[src/rtl/ascan_pkg.sv]
// Shared constants for the A-scan receive processing block.
// Assumes a single 100 MHz system clock; all other rates come from counters.
package ascan_pkg;
	// Clock and timing
	localparam int CLK_MHZ = 100;
	localparam int SPIKE_NS = 10;
	localparam int SPIKE_CYC = (SPIKE_NS * CLK_MHZ + 999) / 1000;
	localparam int SQUARE_STEP_NS = 20;
	localparam int SQUARE_STEP_CYC = (SQUARE_STEP_NS * CLK_MHZ + 999) / 1000;
	localparam int PRF_HZ = 1000;
	localparam int PRF_CYC = (CLK_MHZ * 1000000) / PRF_HZ;

	// Record and sample widths
	localparam int REC_LEN = 64;
	localparam int SAMPLE_W = 8;
	localparam int AMP_W = 10;

	// Register offsets (byte addresses)
	localparam logic [7:0] OFS_CTRL = 8'h00;
	localparam logic [7:0] OFS_REJECT = 8'h04;
	localparam logic [7:0] OFS_KEY = 8'h08;
	localparam logic [7:0] OFS_STATUS = 8'h0C;
	localparam logic [7:0] OFS_TRANSIT = 8'h10;
	localparam logic [7:0] OFS_THICK = 8'h14;

	// Control register fields
	localparam int CTRL_MODE_LSB = 0;
	localparam int CTRL_WAVE_BIT = 2;
	localparam int CTRL_CONN_BIT = 3;
	localparam int CTRL_FREQ_LSB = 4;
	localparam int CTRL_FILT_LSB = 8;
	localparam int CTRL_RECT_LSB = 12;
	localparam int CTRL_DAC_BIT = 14;
	localparam logic [31:0] CTRL_RST = 32'h0000_0000;

	// Key register bits (write one to press)
	localparam int KEY_PEAKMEM_BIT = 0;
	localparam int KEY_SECOND_BIT = 1;
	localparam int KEY_HOLD_BIT = 2;

	// Status register bits
	localparam int ST_PEAKMEM_BIT = 0;
	localparam int ST_HOLD_BIT = 1;
	localparam int ST_CAPT_BIT = 2;
	localparam int ST_SECOND_BIT = 3;
	localparam int ST_ACQ_BIT = 4;

	// Reject: percent of full_screen_height, linear
	localparam int FULL_SCREEN_HEIGHT = 128;
	localparam logic [6:0] REJ_MAX_PCT = 7'h50;
	localparam logic [6:0] REJ_RST = 7'h00;
	localparam int REJ_SHIFT = 10;
	localparam logic [10:0] REJ_SCALE = 11'((FULL_SCREEN_HEIGHT * 1024 + 99) / 100);

	typedef enum logic [1:0] {
		MODE_PULSE_ECHO = 2'h0,
		MODE_PITCH_CATCH = 2'h1,
		MODE_THROUGH = 2'h2
	} test_mode_t;

	typedef enum logic [1:0] {
		RECT_FULL = 2'h0,
		RECT_POS = 2'h1,
		RECT_NEG = 2'h2,
		RECT_RF = 2'h3
	} rect_t;

	typedef enum logic [2:0] {
		BAND_2_21 = 3'h0,
		BAND_02_10 = 3'h1,
		BAND_02_1 = 3'h2,
		BAND_05_4 = 3'h3,
		BAND_15_8 = 3'h4,
		BAND_5_15 = 3'h5,
		BAND_8_26 = 3'h6,
		BAND_DC_10 = 3'h7
	} band_t;

	typedef enum logic [3:0] {
		HOLD_OFF = 4'h1,
		HOLD_ARMED = 4'h2,
		HOLD_CAPTURE = 4'h4,
		HOLD_FROZEN = 4'h8
	} hold_state_t;
endpackage : ascan_pkg

[src/rtl/ascan_receiver_processing.sv]
// Pulser control, receive filter, rectify, reject, peak memory and peak hold.
// Assumes samples arrive synchronous to sys_clk, one record per transmit pulse.
`timescale 1ns/1ps
module ascan_receiver_processing #(
	parameter int PRF_CYCLES = ascan_pkg::PRF_CYC,
	parameter int REC_LEN = ascan_pkg::REC_LEN
) (
	input wire logic sys_clk,
	input wire logic rst_b,
	input wire logic [7:0] regAddr,
	input wire logic [31:0] regWrData,
	input wire logic regWr,
	input wire logic regRd,
	output logic [31:0] regRdData,
	output logic txPulse,
	output logic txOnTr,
	output logic txOnAux,
	output logic [2:0] filterSel,
	input wire logic sampleValid,
	input wire logic signed [ascan_pkg::SAMPLE_W-1:0] sampleIn,
	output logic liveValid,
	output logic [$clog2(REC_LEN)-1:0] liveIdx,
	output logic signed [ascan_pkg::AMP_W-1:0] liveOut,
	output logic signed [ascan_pkg::AMP_W-1:0] envOut,
	output logic signed [ascan_pkg::AMP_W-1:0] holdOut,
	output logic [7:0] rejectLevel,
	output logic rejectDual,
	output logic peakMemFlag,
	output logic peakHoldFlag
);
	localparam int IW = $clog2(REC_LEN);
	localparam int AW = ascan_pkg::AMP_W;
	localparam int SW = ascan_pkg::SAMPLE_W;

	// Register state
	ascan_pkg::test_mode_t mode_reg, mode_next;
	ascan_pkg::rect_t rect_reg, rect_next;
	logic [2:0] filt_reg, filt_next;
	logic wave_reg, wave_next;
	logic conn_reg, conn_next;
	logic [3:0] freq_reg, freq_next;
	logic dac_reg, dac_next;
	logic [6:0] rej_reg, rej_next;
	logic [23:0] transit_reg, transit_next;
	logic [31:0] rd_reg, rd_next;
	logic pm_reg, pm_next;
	logic second_reg, second_next;
	ascan_pkg::hold_state_t hold_reg, hold_next;
	// Acquisition and pipeline state
	logic acq_reg, acq_next;
	logic [IW-1:0] idx_reg, idx_next;
	logic signed [SW-1:0] prev_reg, prev_next;
	logic s1Valid_reg, s1Valid_next;
	logic s1Last_reg, s1Last_next;
	logic [IW-1:0] s1Idx_reg, s1Idx_next;
	logic signed [AW-1:0] s1Filt_reg, s1Filt_next;
	logic liveValid_reg, liveValid_next;
	logic [IW-1:0] liveIdx_reg, liveIdx_next;
	logic signed [AW-1:0] live_reg, live_next;

	logic ctrlWr, keyWr, fire, pmToggle, holdPress, rfBlocked, pmClear, holdWe, envWe;
	logic [1:0] wrMode, wrRect;
	logic signed [AW-1:0] rectVal, rejVal, magVal;
	logic [17:0] rejProd;

	// Strobe decode
	assign ctrlWr = regWr && regAddr == ascan_pkg::OFS_CTRL;
	assign keyWr = regWr && regAddr == ascan_pkg::OFS_KEY;
	assign wrMode = regWrData[ascan_pkg::CTRL_MODE_LSB +: 2];
	assign wrRect = regWrData[ascan_pkg::CTRL_RECT_LSB +: 2];
	assign rfBlocked = pm_reg || regWrData[ascan_pkg::CTRL_DAC_BIT];
	assign pmToggle = keyWr && regWrData[ascan_pkg::KEY_PEAKMEM_BIT] && (pm_reg || rect_reg != ascan_pkg::RECT_RF);
	assign holdPress = keyWr && regWrData[ascan_pkg::KEY_HOLD_BIT] && second_reg;
	assign pmClear = pmToggle && !pm_reg;

	// Register file next values and read mux
	always_comb begin
		mode_next = mode_reg;
		rect_next = rect_reg;
		filt_next = filt_reg;
		wave_next = wave_reg;
		conn_next = conn_reg;
		freq_next = freq_reg;
		dac_next = dac_reg;
		rej_next = rej_reg;
		transit_next = transit_reg;
		pm_next = pmToggle ? !pm_reg : pm_reg;
		second_next = second_reg;
		if (ctrlWr) begin
			if (wrMode != 2'h3) begin
				mode_next = ascan_pkg::test_mode_t'(wrMode);
			end
			if (ascan_pkg::rect_t'(wrRect) == ascan_pkg::RECT_RF && rfBlocked) begin
				rect_next = (rect_reg == ascan_pkg::RECT_RF) ? ascan_pkg::RECT_FULL : rect_reg;
			end else begin
				rect_next = ascan_pkg::rect_t'(wrRect);
			end
			filt_next = regWrData[ascan_pkg::CTRL_FILT_LSB +: 3];
			wave_next = regWrData[ascan_pkg::CTRL_WAVE_BIT];
			conn_next = regWrData[ascan_pkg::CTRL_CONN_BIT];
			freq_next = regWrData[ascan_pkg::CTRL_FREQ_LSB +: 4];
			dac_next = regWrData[ascan_pkg::CTRL_DAC_BIT];
		end
		if (regWr && regAddr == ascan_pkg::OFS_REJECT) begin
			rej_next = (regWrData[6:0] > ascan_pkg::REJ_MAX_PCT || regWrData[31:7] != 25'h0) ?
				ascan_pkg::REJ_MAX_PCT : regWrData[6:0];
		end
		if (regWr && regAddr == ascan_pkg::OFS_TRANSIT) begin
			transit_next = regWrData[23:0];
		end
		// A second-function press arms the next key only
		if (keyWr) begin
			second_next = regWrData[ascan_pkg::KEY_SECOND_BIT];
		end
		rd_next = 32'h0;
		if (regRd) begin
			case (regAddr)
				ascan_pkg::OFS_CTRL: rd_next = {17'h0, dac_reg, rect_reg, 1'b0, filt_reg, freq_reg,
					conn_reg, wave_reg, mode_reg};
				ascan_pkg::OFS_REJECT: rd_next = {25'h0, rej_reg};
				ascan_pkg::OFS_STATUS: rd_next = {27'h0, acq_reg, second_reg, hold_reg == ascan_pkg::HOLD_FROZEN,
					hold_reg != ascan_pkg::HOLD_OFF, pm_reg};
				ascan_pkg::OFS_TRANSIT: rd_next = {8'h0, transit_reg};
				ascan_pkg::OFS_THICK: rd_next = (mode_reg == ascan_pkg::MODE_THROUGH) ?
					{8'h0, transit_reg} : {9'h0, transit_reg[23:1]};
				default: rd_next = 32'h0;
			endcase
		end
	end

	always_ff @(posedge sys_clk or negedge rst_b) begin
		if (!rst_b) begin
			mode_reg <= ascan_pkg::test_mode_t'(ascan_pkg::CTRL_RST[ascan_pkg::CTRL_MODE_LSB +: 2]);
			rect_reg <= ascan_pkg::rect_t'(ascan_pkg::CTRL_RST[ascan_pkg::CTRL_RECT_LSB +: 2]);
			filt_reg <= ascan_pkg::CTRL_RST[ascan_pkg::CTRL_FILT_LSB +: 3];
			wave_reg <= ascan_pkg::CTRL_RST[ascan_pkg::CTRL_WAVE_BIT];
			conn_reg <= ascan_pkg::CTRL_RST[ascan_pkg::CTRL_CONN_BIT];
			freq_reg <= ascan_pkg::CTRL_RST[ascan_pkg::CTRL_FREQ_LSB +: 4];
			dac_reg <= ascan_pkg::CTRL_RST[ascan_pkg::CTRL_DAC_BIT];
			rej_reg <= ascan_pkg::REJ_RST;
			transit_reg <= 24'h0;
			rd_reg <= 32'h0;
			pm_reg <= 1'b0;
			second_reg <= 1'b0;
		end else begin
			mode_reg <= mode_next;
			rect_reg <= rect_next;
			filt_reg <= filt_next;
			wave_reg <= wave_next;
			conn_reg <= conn_next;
			freq_reg <= freq_next;
			dac_reg <= dac_next;
			rej_reg <= rej_next;
			transit_reg <= transit_next;
			rd_reg <= rd_next;
			pm_reg <= pm_next;
			second_reg <= second_next;
		end
	end

	// Divider and pulse width timer
	pulser_gen #(
		.PRF_CYCLES(PRF_CYCLES)
	) u_pulser (
		.sys_clk(sys_clk),
		.rst_b(rst_b),
		.squareMode(wave_reg),
		.freqSel(freq_reg),
		.fire(fire),
		.txPulse(txPulse)
	);

	// Connector steering; pulse-echo alone may use the auxiliary connector
	assign txOnAux = txPulse && mode_reg == ascan_pkg::MODE_PULSE_ECHO && conn_reg;
	assign txOnTr = txPulse && !txOnAux;

	// Rectify then reject on the filtered sample; the level is linear in percent
	assign rejProd = {11'h0, rej_reg} * {7'h0, ascan_pkg::REJ_SCALE};
	assign rejectLevel = rejProd[ascan_pkg::REJ_SHIFT +: 8];
	assign rejectDual = rect_reg == ascan_pkg::RECT_RF;
	always_comb begin
		case (rect_reg)
			ascan_pkg::RECT_FULL: rectVal = (s1Filt_reg < 0) ? -s1Filt_reg : s1Filt_reg;
			ascan_pkg::RECT_POS: rectVal = (s1Filt_reg < 0) ? '0 : s1Filt_reg;
			ascan_pkg::RECT_NEG: rectVal = (s1Filt_reg < 0) ? -s1Filt_reg : '0;
			default: rectVal = s1Filt_reg;
		endcase
		magVal = (rectVal < 0) ? -rectVal : rectVal;
		rejVal = (magVal < $signed({2'b00, rejectLevel})) ? '0 : rectVal;
	end

	// Acquisition, filter stage and live output stage
	always_comb begin
		acq_next = acq_reg;
		idx_next = idx_reg;
		prev_next = prev_reg;
		s1Valid_next = 1'b0;
		s1Last_next = 1'b0;
		s1Idx_next = idx_reg;
		s1Filt_next = s1Filt_reg;
		if (fire) begin
			acq_next = 1'b1;
			idx_next = '0;
			prev_next = '0;
		end else if (acq_reg && sampleValid) begin
			s1Valid_next = 1'b1;
			s1Last_next = idx_reg == IW'(REC_LEN - 1);
			prev_next = sampleIn;
			idx_next = idx_reg + 1'b1;
			acq_next = idx_reg != IW'(REC_LEN - 1);
			// Simple low or high emphasis for five bands, the other three pass straight; the first stage of the chain
			case (ascan_pkg::band_t'(filt_reg))
				ascan_pkg::BAND_DC_10, ascan_pkg::BAND_02_1, ascan_pkg::BAND_05_4:
					s1Filt_next = AW'((AW'(sampleIn) + AW'(prev_reg)) >>> 1);
				ascan_pkg::BAND_5_15, ascan_pkg::BAND_8_26:
					s1Filt_next = AW'(AW'(sampleIn) - (AW'(prev_reg) >>> 1));
				default: s1Filt_next = AW'(sampleIn);
			endcase
		end
		liveValid_next = s1Valid_reg;
		liveIdx_next = s1Valid_reg ? s1Idx_reg : liveIdx_reg;
		live_next = s1Valid_reg ? rejVal : live_reg;
	end

	// Hold sequencing: armed waits for a record start so the capture is whole
	always_comb begin
		hold_next = hold_reg;
		case (hold_reg)
			ascan_pkg::HOLD_OFF: if (holdPress) hold_next = ascan_pkg::HOLD_ARMED;
			ascan_pkg::HOLD_ARMED: begin
				if (holdPress) hold_next = ascan_pkg::HOLD_OFF;
				else if (fire) hold_next = ascan_pkg::HOLD_CAPTURE;
			end
			ascan_pkg::HOLD_CAPTURE: begin
				if (holdPress) hold_next = ascan_pkg::HOLD_OFF;
				else if (s1Valid_reg && s1Last_reg) hold_next = ascan_pkg::HOLD_FROZEN;
			end
			ascan_pkg::HOLD_FROZEN: if (holdPress) hold_next = ascan_pkg::HOLD_OFF;
			default: hold_next = ascan_pkg::HOLD_OFF;
		endcase
	end

	always_ff @(posedge sys_clk or negedge rst_b) begin
		if (!rst_b) begin
			acq_reg <= 1'b0;
			idx_reg <= '0;
			prev_reg <= '0;
			s1Valid_reg <= 1'b0;
			s1Last_reg <= 1'b0;
			s1Idx_reg <= '0;
			s1Filt_reg <= '0;
			liveValid_reg <= 1'b0;
			liveIdx_reg <= '0;
			live_reg <= '0;
			hold_reg <= ascan_pkg::HOLD_OFF;
		end else begin
			acq_reg <= acq_next;
			idx_reg <= idx_next;
			prev_reg <= prev_next;
			s1Valid_reg <= s1Valid_next;
			s1Last_reg <= s1Last_next;
			s1Idx_reg <= s1Idx_next;
			s1Filt_reg <= s1Filt_next;
			liveValid_reg <= liveValid_next;
			liveIdx_reg <= liveIdx_next;
			live_reg <= live_next;
			hold_reg <= hold_next;
		end
	end

	// Peak stages take the rejected sample in the same cycle as the live register
	assign envWe = s1Valid_reg && pm_reg;
	assign holdWe = s1Valid_reg && hold_reg == ascan_pkg::HOLD_CAPTURE;

	envelope_mem #(.DEPTH(REC_LEN), .WIDTH(AW)) u_env (
		.sys_clk(sys_clk),
		.rst_b(rst_b),
		.clear(pmClear),
		.we(envWe),
		.maxMode(1'b1),
		.wIdx(s1Idx_reg),
		.wData(rejVal),
		.rIdx(s1Idx_reg),
		.rData(envOut)
	);

	envelope_mem #(.DEPTH(REC_LEN), .WIDTH(AW)) u_hold (
		.sys_clk(sys_clk),
		.rst_b(rst_b),
		.clear(1'b0),
		.we(holdWe),
		.maxMode(1'b0),
		.wIdx(s1Idx_reg),
		.wData(rejVal),
		.rIdx(s1Idx_reg),
		.rData(holdOut)
	);

	assign regRdData = rd_reg;
	assign filterSel = filt_reg;
	assign liveValid = liveValid_reg;
	assign liveIdx = liveIdx_reg;
	assign liveOut = live_reg;
	assign peakMemFlag = pm_reg;
	assign peakHoldFlag = hold_reg != ascan_pkg::HOLD_OFF;

	// Checks
	property p_rf_block;
		@(posedge sys_clk) disable iff (!rst_b) (pm_reg || dac_reg) |-> rect_reg != ascan_pkg::RECT_RF;
	endproperty
	a_rf_block: assert property (p_rf_block) else $error("RF active with peak memory or DAC");
	property p_thick_full;
		@(posedge sys_clk) disable iff (!rst_b)
		regRd && regAddr == ascan_pkg::OFS_THICK && mode_reg == ascan_pkg::MODE_THROUGH |=> regRdData == {8'h0, transit_reg};
	endproperty
	a_thick_full: assert property (p_thick_full) else $error("Through mode thickness halved");
	property p_thick_half;
		@(posedge sys_clk) disable iff (!rst_b)
		regRd && regAddr == ascan_pkg::OFS_THICK && mode_reg != ascan_pkg::MODE_THROUGH |=>
			regRdData == {9'h0, $past(transit_reg[23:1])};
	endproperty
	a_thick_half: assert property (p_thick_half) else $error("Echo mode thickness not halved");
	property p_spike;
		@(posedge sys_clk) disable iff (!rst_b) fire && !wave_reg |=> txPulse ##1 !txPulse;
	endproperty
	a_spike: assert property (p_spike) else $error("Spike width wrong");
	property p_aux_only_pe;
		@(posedge sys_clk) disable iff (!rst_b) txOnAux |-> mode_reg == ascan_pkg::MODE_PULSE_ECHO && !txOnTr;
	endproperty
	a_aux_only_pe: assert property (p_aux_only_pe) else $error("Aux connector driven outside pulse-echo");
	property p_reject_low;
		@(posedge sys_clk) disable iff (!rst_b) s1Valid_reg && magVal < $signed({2'b00, rejectLevel}) |=> liveOut == 0;
	endproperty
	a_reject_low: assert property (p_reject_low) else $error("Sample below reject shown");
	property p_reject_pass;
		@(posedge sys_clk) disable iff (!rst_b)
		s1Valid_reg && magVal >= $signed({2'b00, rejectLevel}) |=> liveOut == $past(rectVal);
	endproperty
	a_reject_pass: assert property (p_reject_pass) else $error("Sample above reject altered");
	property p_pm_toggle;
		@(posedge sys_clk) disable iff (!rst_b)
		keyWr && regWrData[ascan_pkg::KEY_PEAKMEM_BIT] && rect_reg != ascan_pkg::RECT_RF |=> pm_reg != $past(pm_reg);
	endproperty
	a_pm_toggle: assert property (p_pm_toggle) else $error("Peak memory key did not toggle");
	property p_pm_refuse;
		@(posedge sys_clk) disable iff (!rst_b) !pm_reg && rect_reg == ascan_pkg::RECT_RF |=> !pm_reg;
	endproperty
	a_pm_refuse: assert property (p_pm_refuse) else $error("Peak memory enabled in RF");
	property p_hold_frozen;
		@(posedge sys_clk) disable iff (!rst_b) holdWe |-> hold_reg == ascan_pkg::HOLD_CAPTURE && peakHoldFlag;
	endproperty
	a_hold_frozen: assert property (p_hold_frozen) else $error("Hold store written outside capture");
	property p_hold_toggle;
		@(posedge sys_clk) disable iff (!rst_b) holdPress |=> peakHoldFlag != $past(peakHoldFlag);
	endproperty
	a_hold_toggle: assert property (p_hold_toggle) else $error("Hold key did not toggle");

	c_pm_on: cover property (@(posedge sys_clk) disable iff (!rst_b) pmClear ##1 envWe);
	c_hold_frozen: cover property (@(posedge sys_clk) disable iff (!rst_b) $rose(hold_reg == ascan_pkg::HOLD_FROZEN));
	c_rf_reject: cover property (@(posedge sys_clk) disable iff (!rst_b) s1Valid_reg && rejectDual && rejVal < 0);
	c_square: cover property (@(posedge sys_clk) disable iff (!rst_b) fire && wave_reg);
endmodule : ascan_receiver_processing

[src/rtl/pulser_gen.sv]
// Pulse repetition divider and excitation pulse width timer.
// Assumes width selections are stable around the fire strobe.
`timescale 1ns/1ps
module pulser_gen #(
	parameter int PRF_CYCLES = ascan_pkg::PRF_CYC
) (
	input wire logic sys_clk,
	input wire logic rst_b,
	input wire logic squareMode,
	input wire logic [3:0] freqSel,
	output logic fire,
	output logic txPulse
);
	logic [31:0] prfCnt_reg, prfCnt_next;
	logic [7:0] width_reg, width_next;
	logic tx_reg, tx_next;

	// Spike width is fixed; only square mode listens to the frequency selection
	always_comb begin
		prfCnt_next = prfCnt_reg - 32'h1;
		width_next = width_reg;
		tx_next = tx_reg;
		fire = 1'b0;
		if (prfCnt_reg == 32'h0) begin
			prfCnt_next = 32'(PRF_CYCLES - 1);
			fire = 1'b1;
			tx_next = 1'b1;
			if (squareMode) begin
				width_next = 8'(({4'h0, freqSel} + 8'h1) * 8'(ascan_pkg::SQUARE_STEP_CYC)) - 8'h1;
			end else begin
				width_next = 8'(ascan_pkg::SPIKE_CYC - 1);
			end
		end else if (width_reg != 8'h0) begin
			width_next = width_reg - 8'h1;
		end else begin
			tx_next = 1'b0;
		end
	end

	always_ff @(posedge sys_clk or negedge rst_b) begin
		if (!rst_b) begin
			prfCnt_reg <= 32'h0;
			width_reg <= 8'h0;
			tx_reg <= 1'b0;
		end else begin
			prfCnt_reg <= prfCnt_next;
			width_reg <= width_next;
			tx_reg <= tx_next;
		end
	end

	assign txPulse = tx_reg;
endmodule : pulser_gen

[src/rtl/envelope_mem.sv]
// One waveform record of flip-flop storage, per sample index.
// Max mode keeps the larger value; otherwise a write overwrites.
`timescale 1ns/1ps
module envelope_mem #(
	parameter int DEPTH = ascan_pkg::REC_LEN,
	parameter int WIDTH = ascan_pkg::AMP_W
) (
	input wire logic sys_clk,
	input wire logic rst_b,
	input wire logic clear,
	input wire logic we,
	input wire logic maxMode,
	input wire logic [$clog2(DEPTH)-1:0] wIdx,
	input wire logic signed [WIDTH-1:0] wData,
	input wire logic [$clog2(DEPTH)-1:0] rIdx,
	output logic signed [WIDTH-1:0] rData
);
	logic signed [WIDTH-1:0] mem_reg [DEPTH];
	logic signed [WIDTH-1:0] mem_next [DEPTH];
	logic signed [WIDTH-1:0] rd_reg, rd_next;

	// Clear beats write so a fresh envelope starts from zero
	always_comb begin
		for (int i = 0; i < DEPTH; i++) begin
			mem_next[i] = clear ? '0 : mem_reg[i];
		end
		if (!clear && we && (!maxMode || wData > mem_reg[wIdx])) begin
			mem_next[wIdx] = wData;
		end
		rd_next = mem_reg[rIdx];
	end

	always_ff @(posedge sys_clk or negedge rst_b) begin
		if (!rst_b) begin
			for (int i = 0; i < DEPTH; i++) begin
				mem_reg[i] <= '0;
			end
			rd_reg <= '0;
		end else begin
			for (int i = 0; i < DEPTH; i++) begin
				mem_reg[i] <= mem_next[i];
			end
			rd_reg <= rd_next;
		end
	end

	assign rData = rd_reg;
endmodule : envelope_mem

[config.mk]
export PLATFORM = sky130hd
export DESIGN_NAME = ascan_receiver_processing
export DESIGN_NICKNAME = d
export VERILOG_FILES = /design/src/rtl/ascan_pkg.sv /design/src/rtl/ascan_receiver_processing.sv /design/src/rtl/pulser_gen.sv /design/src/rtl/envelope_mem.sv
export SDC_FILE = /design/constraint.sdc
export NUM_CORES = 2
export LEC_CHECK = 0
export ABC_AREA = 1
export BUFFER_PORTS_ARGS = -buffer_cell sky130_fd_sc_hd__buf_2
export CORE_MARGIN = 3
export CORE_UTILIZATION = 55
export DETAILED_ROUTE_END_ITERATION = 10
export PLACE_DENSITY = 0.75
export SYNTH_ARGS = -nofsm -noshare
export SYNTH_HDL_FRONTEND = slang
export SYNTH_SLANG_ARGS = --single-unit
[constraint.sdc]
create_clock -name sys_clk -period 20 [get_ports sys_clk]
set_input_delay 4 -clock sys_clk [delete_from_list [all_inputs] [get_ports sys_clk]]
set_output_delay 4 -clock sys_clk [all_outputs]
set_load 0.02 [all_outputs]
==> impl_metrics.tcl <==
set metrics [dict create \
    run_status "finished, final reports clean" \
    ys_top_cells_by_area "dfrtp_1 50%, nand2_1 15%, nand3_1 14%" \
    rsz0062_at_grt "false" \
    synth.most_common_cell "nand2_1" \
    synth-seq-cells 1465 \
    post_cts_buffers 0 \
    clk_latency_ns 0.83 \
    power_frac_comb 0.418 \
    drv_slew 0 \
    cts_tree "built" \
    setup_viol 0 \
    cellLeakagePower_nw 38.1 \
    hold_path.class "reg -> reg" \
    syn_area_per_cell_um2 8.00 \
    worst_pin_slew_ns 1.27 \
    fin_tns_setup_ns 0 \
    dieHeight_um 369 \
    drv_cap 0 \
    drive_gt1_frac 0.0609 \
    grt.overflow.total 0 \
    cp-endpoint "u_env.mem_reg[324]" \
    vias 68000 \
    synth_ff_type "dfrtp_1" \
    io_pins 139 \
    drc 0 \
    r2r-end "u_env.mem_reg[324]" \
    worst-r2r-cell-count 40 \
    clock_sinks 1465 \
    worst_setup_path_start_kind "register" \
    gp_congestion 0.964 \
    grt_max_degree 248 \
    fp.coreArea_mm2 0.130 \
    place_area_mm2 0.0733 \
    irDropWorstVdd_uv 323 \
    fin_skew_ns 0.0375 \
    routedWlPerCell_um 23.1 \
    min_period_ns 9.80 \
    die_area_mm2 0.136 \
    max_clock_freq_mhz 102 \
    r2r-start "rej_reg[4]" \
    p_sw_frac 0.465 \
    synth_top_cell_area_share 0.505 \
    area_growth_pct 7.80 \
    ant_nets 0 \
    finalCritPeriodShare 0.490 \
    crit_type "reg -> reg" \
    synth_top_area_cell "dfrtp_1" \
    numCtsBuffers 152 \
    switching_power_mw 5.24 \
    relSlewSlack 0.151 \
    die_w_um 369 \
    yosysWarningCount 0 \
    cp.required_ns 20.69 \
    cts_buffer_depth 3 \
    arrival_ns 10.49 \
    crit_fanout 145 \
    r2r_slack_ns 10.20 \
    synth_edf_count 0 \
    antenna_found_initial 9 \
    synth_cell_types 53 \
    drt-total-wl_um 246000 \
    syn_inst 9081 \
    clkPwrFrac 0.252 \
    power.total_mw 11.3 \
    max_stage_delay_ns 0.79 \
    fin_area_mm2 0.0783 \
    synth_top_cells_by_count "2949 x nand2_1, 2015 x nand3_1, 1464 x dfrtp_1, 376 x nor2_1, 374 x clkbuf_1" \
    worstSetupEndpointType "register" \
    postCtsHoldBufs 0 \
    cts-resized-gates 0 \
    p_per_area_mw_per_mm2 144 \
    grt_pass1_vias 64300 \
    synth_seq_area_share 0.505 \
    root_buffer "clkbuf_16" \
    p_int_mw 6.04 \
    firstDrtPassIters 9 \
    fillers 11300 \
    hold_violations 0 \
    multi_input_area_mm2 0.0308 \
    rows 132 \
    async_flop_share 1.00 \
    grt_usage 0.354 \
    p_seq_frac 0.329 \
    startpoint "rej_reg[4]" \
    initial_core_util 0.557 \
    grt_pass1_wl_um 380000 \
    crit_path_top_delay_cell "nor2_1" \
    syn_area_mm2 0.0726 \
    cts.clk_slew.worst_paths_ns 0.06 \
    fin_nets 8972 \
    ctsHtreeMaxLevel 4 \
    drtIter0Drc 10700 \
    seqCellArea_mm2 0.0367 \
    place_hpwl_um 148000 \
    vias_per_cell 6.37 \
    io_buffers 130 \
    path_common_cell "nand2_1" \
]
==> power groups by stage <==
stage | clock network (mW) | registers, mW | logic, mW
finish | 2.85 | 3.71 | 4.72
global route | 2.98 | 3.75 | 4.99
CTS | 2.86 | 3.70 | 4.54
detailed placement | 0 | 3.74 | 4.52
global placement | 0 | 3.73 | 4.47
floorplan | 0 | 3.68 | 3.51
==> area by class of cell <==
type,instances,share of cell area
flip-flops and latches,1465,0.468
multi-input cells,6432,0.394
clock buffers,232,0.0569
well taps,1742,0.0278
inverters,505,0.0247
repair buffers,259,0.0222
clock inverters,41,0.00593
diodes,4,0.000128
==> kinds of logic (layout without fill, tap and decap cells) <==
| family | after synthesis | after routing | share of synthesized area |
|---|---|---|---|
| DFF | 1465 | 1465 | 0.505 |
| and+or+nand+nor | 5588 | 5588 | 0.332 |
| xor gates and xnor gates | 39 | 39 | 0.00470 |
| other | 1 | 12 | 0.0000516 |
| buffers and inverters | 1191 | 1037 | 0.0733 |
| adders and majority gates | 104 | 104 | 0.0195 |
| AOI/OAI and AO/OA | 689 | 689 | 0.0654 |
| muxes | 4 | 4 | 0.000620 |
==> per-stage QoR <==
stage               setup WS, ns  cells  hold WS (ns)   util
floorplan                  12.03   9088         0.354      -
global placement           10.58  10400         0.388  0.563
detailed placement         10.46  10400         0.384  0.563
CTS                        10.42  10700         0.399  0.601
global route                9.42  10700         0.401  0.601
finish                     10.20  10700         0.383  0.601
==> how the worst min path moves through the flow <==
stage | startpoint | end | cells past startpoint | slack, ns
3_5_place_dp | idx_reg[5] | s1Idx_reg[5] | 0 | 0.38
6_report | idx_reg[5] | s1Idx_reg[5] | 0 | 0.38
3_3_place_gp | idx_reg[5] | s1Idx_reg[5] | 0 | 0.39
2_1_floorplan | idx_reg[5] | s1Idx_reg[5] | 0 | 0.35
4_1_cts | idx_reg[5] | s1Idx_reg[5] | 0 | 0.40
5_1_grt | idx_reg[5] | s1Idx_reg[5] | 0 | 0.40
==> worst max-delay path: cells and delay by family, from the launching register on <==
kind            cells  cell delay, ns
buf+inv             8            1.90
compound gates      6            1.01
xor+xnor            1            0.20
fa+ha+maj           7            2.91
flops               1            0.42
simple gates       18            3.07
==> cells in the final DEF, fill, tap and decap left out, types with 45 or more instances in the layout <==
| cell | synthesis | final |
|---|---|---|
| nand2_1 | 2949 | 2946 |
| nand3_1 | 2015 | 2011 |
| dfrtp_1 | 1464 | 1464 |
| nor2_1 | 376 | 375 |
| inv_1 | 359 | 355 |
| a22oi_1 | 200 | 200 |
| nand4_1 | 155 | 155 |
| clkbuf_16 | 0 | 152 |
| clkinv_1 | 133 | 133 |
| o21ai_0 | 131 | 131 |
| buf_2 | 47 | 129 |
| buf_4 | 16 | 121 |
| a21oi_1 | 114 | 112 |
| a221oi_1 | 109 | 109 |
| ha_1 | 89 | 89 |
| clkbuf_1 | 374 | 45 |
==> routing by layer <==
layer / GRT usage / share of wire / up-vias
met1: 0.489 / 0.38 / 32900
met4: 0.193 / 0.060 / 8
met5: 0.00356 / 0.00041 / -
met3: 0.0910 / 0.13 / 796
met2: 0.511 / 0.43 / 4726
li1: - / - / 29600
Power figures use the tool's default switching activity.
